## config.mk

```make
export PLATFORM = sky130hd
export DESIGN_NAME = bti_regs
export DESIGN_NICKNAME = d
export VERILOG_FILES = /design/src/pkg/bti_pkg.sv /design/src/pkg/bti_cmd_if.sv /design/src/design/bti_fwd_gate.sv /design/src/design/bti_regs.sv
export VERILOG_INCLUDE_DIRS = /design/src /design/src/pkg
export SDC_FILE = /design/constraint.sdc
export NUM_CORES = 1
export LEC_CHECK = 0
export ABC_AREA = 0
export BUFFER_PORTS_ARGS = -buffer_cell sky130_fd_sc_hd__buf_2
export CAP_MARGIN = 10
export CORE_MARGIN = 4
export CORE_UTILIZATION = 42
export CTS_BUF_LIST = sky130_fd_sc_hd__clkbuf_16
export DETAILED_ROUTE_END_ITERATION = 10
export HOLD_SLACK_MARGIN = 0.12
export PLACE_DENSITY = 0.79
export SLEW_MARGIN = 20
export SYNTH_ARGS = -nofsm -noshare
export SYNTH_HDL_FRONTEND = slang
export SYNTH_HIERARCHICAL = 1
export SYNTH_SLANG_ARGS = --single-unit
```

## constraint.sdc

```tcl
create_clock -name mclk_i -period 2.12 [get_ports mclk_i]
set_clock_uncertainty 0.05 [all_clocks]
set_input_delay 0.106 -clock mclk_i [delete_from_list [all_inputs] [get_ports mclk_i]]
set_output_delay 0.106 -clock mclk_i [all_outputs]
set_load 0.005 [all_outputs]
```

## src/pkg/bti_defs.svh

```systemverilog
// constants for the bridge identification and command register bank
`ifndef BTI_DEFS_SVH
`define BTI_DEFS_SVH
// ****************************************
// register indices (byte address = 4 * index)
// ****************************************
`define BTI_IDX_VENDOR 14'h0000
`define BTI_IDX_DEVICE 14'h0002
`define BTI_IDX_CMD 14'h0004
`define BTI_IDX_STS 14'h0006
// ****************************************
// command and status fields
// ****************************************
`define BTI_CMD_IO 0
`define BTI_CMD_MEM 1
`define BTI_CMD_FWD 2
`define BTI_CMD_POISON 6
`define BTI_CMD_SERR 8
`define BTI_CMD_RW_MASK 16'h0147
`define BTI_CMD_RST 16'h0000
`define BTI_STS_MPD 8
`define BTI_MPD_RST 1'h0
// ****************************************
// bus answers
// ****************************************
`define BTI_RESP_OKAY 2'h0
`define BTI_RESP_DECERR 2'h3
`endif

```

## src/pkg/bti_pkg.sv

```systemverilog
// types for the bridge identification and command register bank
package bti_pkg;
  typedef enum logic [1:0] {BTI_REQ_MEM, BTI_REQ_IO, BTI_REQ_OTHER, BTI_REQ_CPL} bti_req_kind_t;

  typedef struct packed {
    logic aw_got;
    logic [13:0] aw_idx;
    logic w_got;
    logic [15:0] wdata;
    logic [1:0] wstrb;
    logic bvalid;
    logic [1:0] bresp;
    logic rvalid;
    logic [15:0] rdata;
    logic [1:0] rresp;
    logic [15:0] cmd;
    logic mpd;
  } bti_regs_t;

  typedef struct packed {
    logic io_claim;
    logic mem_claim;
    logic up_fwd;
    logic up_ur;
    logic up_ur_cpl;
    logic corr_fwd;
    logic nonfatal_fwd;
    logic fatal_fwd;
    logic rep_nonfatal;
    logic rep_fatal;
    logic poison_evt;
  } bti_gate_t;
endpackage

```

## src/pkg/bti_cmd_if.sv

```systemverilog
// command enables towards the forwarding gate and poison events back
`timescale 1ns/1ps
interface bti_cmd_if;
  logic io_en;
  logic mem_en;
  logic fwd_en;
  logic poison_en;
  logic serr_en;
  logic poison_evt;
  modport regs (output io_en, output mem_en, output fwd_en, output poison_en, output serr_en, input poison_evt);
  modport gate (input io_en, input mem_en, input fwd_en, input poison_en, input serr_en, output poison_evt);
endinterface

```

## src/design/bti_fwd_gate.sv

```systemverilog
// forwarding and error reporting gate steered by the command bits
`timescale 1ns/1ps
module bti_fwd_gate (
  // clock and reset
  input wire logic clk_i,
  input wire logic rst_n_i,
  // command enables
  bti_cmd_if.gate cif,
  // primary window hits
  input wire logic io_hit_i,
  input wire logic mem_hit_i,
  // upstream traffic from the secondary side
  input wire logic up_valid_i,
  input wire bti_pkg::bti_req_kind_t up_kind_i,
  input wire logic up_nonposted_i,
  // error inputs
  input wire logic sec_corr_i,
  input wire logic sec_nonfatal_i,
  input wire logic sec_fatal_i,
  input wire logic own_nonfatal_i,
  input wire logic own_fatal_i,
  input wire logic devctl_nonfatal_i,
  input wire logic devctl_fatal_i,
  input wire logic poison_cpl_down_i,
  input wire logic poison_req_up_i,
  // decisions, one cycle after the inputs
  output bti_pkg::bti_gate_t g_o
);
  bti_pkg::bti_gate_t g_r, g_nxt;
  logic gated;

  always_comb begin
    gated = (up_kind_i == bti_pkg::BTI_REQ_MEM) || (up_kind_i == bti_pkg::BTI_REQ_IO);
    g_nxt = '0;
    g_nxt.io_claim = io_hit_i && cif.io_en;
    g_nxt.mem_claim = mem_hit_i && cif.mem_en;
    // completions and other messages pass whatever the enable says
    g_nxt.up_fwd = up_valid_i && (!gated || cif.fwd_en);
    g_nxt.up_ur = up_valid_i && gated && !cif.fwd_en;
    g_nxt.up_ur_cpl = up_valid_i && gated && !cif.fwd_en && up_nonposted_i;
    g_nxt.corr_fwd = sec_corr_i;
    g_nxt.nonfatal_fwd = sec_nonfatal_i && cif.serr_en;
    g_nxt.fatal_fwd = sec_fatal_i && cif.serr_en;
    g_nxt.rep_nonfatal = own_nonfatal_i && (cif.serr_en || devctl_nonfatal_i);
    g_nxt.rep_fatal = own_fatal_i && (cif.serr_en || devctl_fatal_i);
    g_nxt.poison_evt = (poison_cpl_down_i || poison_req_up_i) && cif.poison_en;
  end

  always_ff @(posedge clk_i or negedge rst_n_i) begin
    if (!rst_n_i) begin
      g_r <= '0;
    end else begin
      g_r <= g_nxt;
    end
  end

  assign g_o = g_r;
  assign cif.poison_evt = g_r.poison_evt;
endmodule // bti_fwd_gate

```

## src/design/bti_regs.sv

```systemverilog
// bridge identification and command register bank with its axi4-lite slave
// Operation
// - offset zero reads a fixed 16-bit vendor code that writes never change.
// - offset two reads a fixed 16-bit device code for this bridge function.
// - with command bit 0 clear, primary io accesses in the io window are not claimed; it resets to 0.
// - with command bit 1 clear, primary memory and prefetchable window accesses are not claimed; reset 0.
// - with command bit 2 clear, upstream memory, io and msi requests are not forwarded but made unsupported.
// - with bus mastering off, each upstream non-posted memory or io request gets an unsupported-request completion.
// - the mastering bit never touches completions nor requests other than memory and io.
// - command bits 3, 4, 5 and 7 read as zero and cannot be written.
// - command bit 6, reset 0, decides whether poisoned traffic is logged in the status register.
// - own non-fatal and fatal errors are reported when bit 8 or the device control bits allow it.
// - non-fatal and fatal messages from the secondary side pass upward only while bit 8 is set.
// - correctable messages from the secondary side always pass upward.
// - status bit 8 sets on a logged poisoned downstream completion or upstream request, write one clears.
//
// Added by the designer: the AXI4-Lite interface to the registers.
`timescale 1ns/1ps
`include "bti_defs.svh"
module bti_regs #(
  parameter logic [15:0] VENDOR_CODE = 16'h5a5a, // arbitrary value
  parameter logic [15:0] DEVICE_CODE = 16'h0001 // arbitrary value
) (
  // clock and reset
  input wire logic mclk_i,
  input wire logic resetn_i,
  // axi4-lite write address
  input wire logic s_axi_awvalid,
  output logic s_axi_awready,
  input wire logic [15:0] s_axi_awaddr,
  input wire logic [2:0] s_axi_awprot,
  // axi4-lite write data
  input wire logic s_axi_wvalid,
  output logic s_axi_wready,
  input wire logic [31:0] s_axi_wdata,
  input wire logic [3:0] s_axi_wstrb,
  // axi4-lite write response
  output logic s_axi_bvalid,
  input wire logic s_axi_bready,
  output logic [1:0] s_axi_bresp,
  // axi4-lite read address
  input wire logic s_axi_arvalid,
  output logic s_axi_arready,
  input wire logic [15:0] s_axi_araddr,
  input wire logic [2:0] s_axi_arprot,
  // axi4-lite read data
  output logic s_axi_rvalid,
  input wire logic s_axi_rready,
  output logic [31:0] s_axi_rdata,
  output logic [1:0] s_axi_rresp,
  // primary window hits from the address decoders
  input wire logic io_hit_i,
  input wire logic mem_hit_i,
  // upstream traffic from the secondary side
  input wire logic up_valid_i,
  input wire logic [1:0] up_kind_i,
  input wire logic up_nonposted_i,
  // error and poison events
  input wire logic sec_corr_i,
  input wire logic sec_nonfatal_i,
  input wire logic sec_fatal_i,
  input wire logic own_nonfatal_i,
  input wire logic own_fatal_i,
  input wire logic devctl_nonfatal_i,
  input wire logic devctl_fatal_i,
  input wire logic poison_cpl_down_i,
  input wire logic poison_req_up_i,
  // forwarding decisions
  output logic io_claim_o,
  output logic mem_claim_o,
  output logic up_fwd_o,
  output logic up_ur_o,
  output logic up_ur_cpl_o,
  output logic corr_fwd_o,
  output logic nonfatal_fwd_o,
  output logic fatal_fwd_o,
  output logic rep_nonfatal_o,
  output logic rep_fatal_o
);
  // ****************************************
  // reset release
  // ****************************************
  logic rst_meta_r;
  logic rst_n;

  always_ff @(posedge mclk_i or negedge resetn_i) begin
    if (!resetn_i) begin
      rst_meta_r <= 1'h0;
      rst_n <= 1'h0;
    end else begin
      rst_meta_r <= 1'h1;
      rst_n <= rst_meta_r;
    end
  end

  // ****************************************
  // state
  // ****************************************
  bti_pkg::bti_regs_t s_r, s_nxt;
  bti_pkg::bti_gate_t g;
  bti_cmd_if cif ();
  logic aw_fire;
  logic w_fire;
  logic ar_fire;
  logic wr_do;
  logic [15:0] cmd_merged;
  logic [15:0] sts_view;

  // read mux: {resp, data} for a register index
  function automatic logic [17:0] rd_word(input logic [13:0] idx, input logic [15:0] cmd,
                                          input logic [15:0] sts);
    logic [17:0] v;
    case (idx)
      `BTI_IDX_VENDOR: v = {`BTI_RESP_OKAY, VENDOR_CODE};
      `BTI_IDX_DEVICE: v = {`BTI_RESP_OKAY, DEVICE_CODE};
      `BTI_IDX_CMD: v = {`BTI_RESP_OKAY, cmd};
      `BTI_IDX_STS: v = {`BTI_RESP_OKAY, sts};
      default: v = {`BTI_RESP_DECERR, 16'h0000};
    endcase
    return v;
  endfunction

  // ****************************************
  // bus handshakes
  // ****************************************
  // one write in flight: both channels stall while a response waits
  assign s_axi_awready = !s_r.aw_got && !s_r.bvalid;
  assign s_axi_wready = !s_r.w_got && !s_r.bvalid;
  assign s_axi_arready = !s_r.rvalid;
  assign aw_fire = s_axi_awvalid && s_axi_awready;
  assign w_fire = s_axi_wvalid && s_axi_wready;
  assign ar_fire = s_axi_arvalid && s_axi_arready;
  assign wr_do = s_r.aw_got && s_r.w_got;

  always_comb begin
    sts_view = 16'h0000;
    sts_view[`BTI_STS_MPD] = s_r.mpd;
    cmd_merged = s_r.cmd;
    if (s_r.wstrb[0]) begin
      cmd_merged[7:0] = s_r.wdata[7:0];
    end
    if (s_r.wstrb[1]) begin
      cmd_merged[15:8] = s_r.wdata[15:8];
    end
  end

  // ****************************************
  // next state
  // ****************************************
  always_comb begin
    s_nxt = s_r;
    if (aw_fire) begin
      s_nxt.aw_got = 1'h1;
      s_nxt.aw_idx = s_axi_awaddr[15:2];
    end
    if (w_fire) begin
      s_nxt.w_got = 1'h1;
      s_nxt.wdata = s_axi_wdata[15:0];
      s_nxt.wstrb = s_axi_wstrb[1:0];
    end
    if (s_r.bvalid && s_axi_bready) begin
      s_nxt.bvalid = 1'h0;
    end
    if (wr_do) begin
      s_nxt.aw_got = 1'h0;
      s_nxt.w_got = 1'h0;
      s_nxt.bvalid = 1'h1;
      s_nxt.bresp = `BTI_RESP_OKAY;
      case (s_r.aw_idx)
        `BTI_IDX_VENDOR, `BTI_IDX_DEVICE: begin
          s_nxt.bresp = `BTI_RESP_OKAY;
        end
        `BTI_IDX_CMD: begin
          // only the writable enables take the data, the rest stay zero
          s_nxt.cmd = cmd_merged & `BTI_CMD_RW_MASK;
        end
        `BTI_IDX_STS: begin
          if (s_r.wstrb[1] && s_r.wdata[`BTI_STS_MPD]) begin
            s_nxt.mpd = 1'h0;
          end
        end
        default: begin
          s_nxt.bresp = `BTI_RESP_DECERR;
        end
      endcase
    end
    // a poison event in the clearing cycle still lands
    if (cif.poison_evt) begin
      s_nxt.mpd = 1'h1;
    end
    if (s_r.rvalid && s_axi_rready) begin
      s_nxt.rvalid = 1'h0;
    end
    if (ar_fire) begin
      s_nxt.rvalid = 1'h1;
      {s_nxt.rresp, s_nxt.rdata} = rd_word(s_axi_araddr[15:2], s_r.cmd, sts_view);
    end
  end

  always_ff @(posedge mclk_i or negedge rst_n) begin
    if (!rst_n) begin
      s_r <= '0;
      s_r.cmd <= `BTI_CMD_RST;
      s_r.mpd <= `BTI_MPD_RST;
    end else begin
      s_r <= s_nxt;
    end
  end

  // ****************************************
  // outputs
  // ****************************************
  assign s_axi_bvalid = s_r.bvalid;
  assign s_axi_bresp = s_r.bresp;
  assign s_axi_rvalid = s_r.rvalid;
  assign s_axi_rdata = {16'h0000, s_r.rdata};
  assign s_axi_rresp = s_r.rresp;

  assign cif.io_en = s_r.cmd[`BTI_CMD_IO];
  assign cif.mem_en = s_r.cmd[`BTI_CMD_MEM];
  assign cif.fwd_en = s_r.cmd[`BTI_CMD_FWD];
  assign cif.poison_en = s_r.cmd[`BTI_CMD_POISON];
  assign cif.serr_en = s_r.cmd[`BTI_CMD_SERR];

  // ****************************************
  // forwarding gate
  // ****************************************
  bti_fwd_gate u_gate (
    .clk_i(mclk_i),
    .rst_n_i(rst_n),
    .cif(cif.gate),
    .io_hit_i(io_hit_i),
    .mem_hit_i(mem_hit_i),
    .up_valid_i(up_valid_i),
    .up_kind_i(bti_pkg::bti_req_kind_t'(up_kind_i)),
    .up_nonposted_i(up_nonposted_i),
    .sec_corr_i(sec_corr_i),
    .sec_nonfatal_i(sec_nonfatal_i),
    .sec_fatal_i(sec_fatal_i),
    .own_nonfatal_i(own_nonfatal_i),
    .own_fatal_i(own_fatal_i),
    .devctl_nonfatal_i(devctl_nonfatal_i),
    .devctl_fatal_i(devctl_fatal_i),
    .poison_cpl_down_i(poison_cpl_down_i),
    .poison_req_up_i(poison_req_up_i),
    .g_o(g)
  );

  assign io_claim_o = g.io_claim;
  assign mem_claim_o = g.mem_claim;
  assign up_fwd_o = g.up_fwd;
  assign up_ur_o = g.up_ur;
  assign up_ur_cpl_o = g.up_ur_cpl;
  assign corr_fwd_o = g.corr_fwd;
  assign nonfatal_fwd_o = g.nonfatal_fwd;
  assign fatal_fwd_o = g.fatal_fwd;
  assign rep_nonfatal_o = g.rep_nonfatal;
  assign rep_fatal_o = g.rep_fatal;
endmodule // bti_regs

```

==> run summary <==
outcome = finished, final reports clean
CP Launch Type = register
CTS tree = done
sequential share of power = 48.7%
core area = 5205 sq um
routed via count = 1609
# diodes = 0
DIE AREA = 6704 sq um
Clock Sinks = 52
Syn. warnings = 6
Area Overhead vs Synth = 39.41%
worst-margin pin slew = 0.5187 ns
Iter 0 DRT Violations = 46
IO buf count = 85
DP Wirelength = 3289 um
chip height = 81.88 um
Initial Util = 44.04%
Final ANT Viol Nets = 0
sequential cell area = 1303 sq um
Hold Startpoint = s_axi_araddr[3]
Final setup viols = 0
switching pwr = 0.0007190 W
die width = 81.88 um
# IOs = 147
Crit Path Class = reg -> reg
WL/cell = 12.95 um
max capacitance violation total = 0
P_leak = 1.598 nW
synthesized area = 2292 sq um
period utilization = 82.15%
first-pass GRT wire length = 7334 um
hold_ws = 0.1448 ns
Final #Nets = 387
fin crit period = 1.742 ns
DR vias/cell = 4.445
Mean Syn Cell Area = 13.10 sq um
drt pass-1 iters = 4
Num CTS Buffers = 5
internal power = 0.002182 W
final core utilization = 61.39%
design area = 3196 sq um
fmax = 574.2 MHz
unrepaired setup endpoints after global routing = false
layout cell share with drive strength beyond 1 = 44.52%
PostCTS Resize Cnt = 0
initial antenna violation count = 0
GRT Resource Usage Total = 14.34%
worst r2r src = s_r[62]$_DFFE_PN0P_
Peak supply drop = 0.6408 mV
vias in the first global route = 1595
Clock Tree Buf Depth = 2
cell area power density = 907.8 nW/um^2
crit path capture type = register
Critical Path RT = 2.24 ns
Mapped Cells = 175
Worst Setup SP = s_r[62]$_DFFE_PN0P_
largest net degree at the start of global routing = 29
GP Congestion = 0.7393
Hold Violations, Final = 0
Hold Crit Class = in -> reg
Setup TNS = 0 ns
Crit path arrival time = 1.86 ns
H-Tree Depth = 2
global route overflow = 0
Logic pwr share = 20.9%
row cnt = 26
filler instances = 427
Slew HR = 65.42%
Clock Power Share = 30.4%
Max Slew Vio Count = 0
CP Max Fanout = 4
DRC = 0
DRT Wirelength = 4688 um
root buffer cell = clkbuf_16
Switching Share = 24.79%
area of the multi-input gates = 759.5 sq um
CTS clk-pin slew, worst paths = 0.07 ns
area post-placement = 2618 sq um
clk_lat worst skew = 0.28 ns
overall power = 0.002901 W
cell usage in the layout, fill, tap and decap left out, drive strengths merged:
| master | n |
|---|---|
| a32o | 1 |
| o21a | 5 |
| nand3 | 1 |
| nor4 | 6 |
| nor2 | 4 |
| a21o | 1 |
| o21ai | 4 |
| o21bai | 1 |
| nor2b | 1 |
| clkinvlp | 1 |
| clkbuf | 5 |
| dlygate4sd3 | 41 |
| conb | 22 |
| mux2i | 1 |
| bufinv | 1 |
| nand2b | 3 |
| inv | 4 |
| a21oi | 1 |
| mux2 | 27 |
| o31ai | 1 |
| dfrtp | 52 |
| buf | 87 |
| and4bb | 3 |
| and3 | 1 |
| nand4 | 2 |
| nand2 | 5 |
| and2 | 6 |
| nor3b | 1 |
| clkinv | 1 |
| a22o | 3 |
state kept, by name, summed over array words and instances (netlist names):
name and cells:
cif.fwd_en 1, cif.io_en 1, cif.mem_en 1, cif.poison_en 1, cif.serr_en 1, rst_meta_r 1
rst_n 1, s_axi_bresp 1, s_axi_bvalid 1, s_axi_rdata 6, s_axi_rresp 1, s_axi_rvalid 1
s_r 24, u_gate/cif.poison_evt 1, u_gate/g_o 10
critical path: stages, from the launching register on:
cell,delay [ns]
dfrtp_1,0.39
nor4_2,0.30
nand3_1,0.19
and4bb_4,0.40
mux2_4,0.30
worst paths after layout:
| check | slack, ns | depth (start not counted) | endpoint |
|---|---|---|---|
| worst max-delay path | 0.38 | 4 | cif.fwd_en$_DFFE_PN0P_ |
| worst min-delay path | 0.14 | 3 | s_axi_rdata[0]$_DFFE_PN0P_ |
| worst max register to register | 0.38 | 4 | cif.fwd_en$_DFFE_PN0P_ |
| worst min register to register | 0.20 | 0 | s_r[39]$_DFFE_PN0P_ |
| max in group asynchronous | 1.27 | 3 | rst_n$_DFF_PN0_ |
| min in group asynchronous | 0.20 | 0 | s_r[39]$_DFFE_PN0P_ |
metal layers:
metal	share of wire, %	up-vias	wire length [um]	track usage [%]
li1	-	776	-	-
met1	39	778	1837	17.36
met2	55	51	2572	25.77
met3	4.8	4	226	2.522
met4	1.1	0	51	4.485
met5	0	-	0	0
power groups by stage:
stage	Sequential [W]	Clock, W	Combinational, W
2_1_floorplan	0.00139	0	0.000438
6_report	0.00141	0.000881	0.000606
5_1_grt	0.00145	0.000953	0.000669
3_5_place_dp	0.00143	0	0.000554
4_1_cts	0.00142	0.000914	0.000611
3_3_place_gp	0.00142	0	0.000538
layout make-up:
type                    count  share of cell area (%)
inverters                   4                  0.4699
repair buffers            128                   27.02
multi-input cells         100                   23.77
flip-flops and latches     52                   40.76
clock buffers               5                   3.915
clock inverters             3                   1.331
well taps                  70                   2.741
through the flow:
stage	worst slack, ns	instances
floorplan	0.5153	195
global placement	0.3973	313
detailed placement	0.3690	313
CTS	0.3639	362
global route	0.2873	362
finish	0.3785	362
what timing repair did:
item | CTS | global route
setup buffers | 0 | 0
endpoints found under the hold margin | 40 | 0
hold buffers | 41 | 0
No activity file was read; power rests on OpenSTA's default activity.
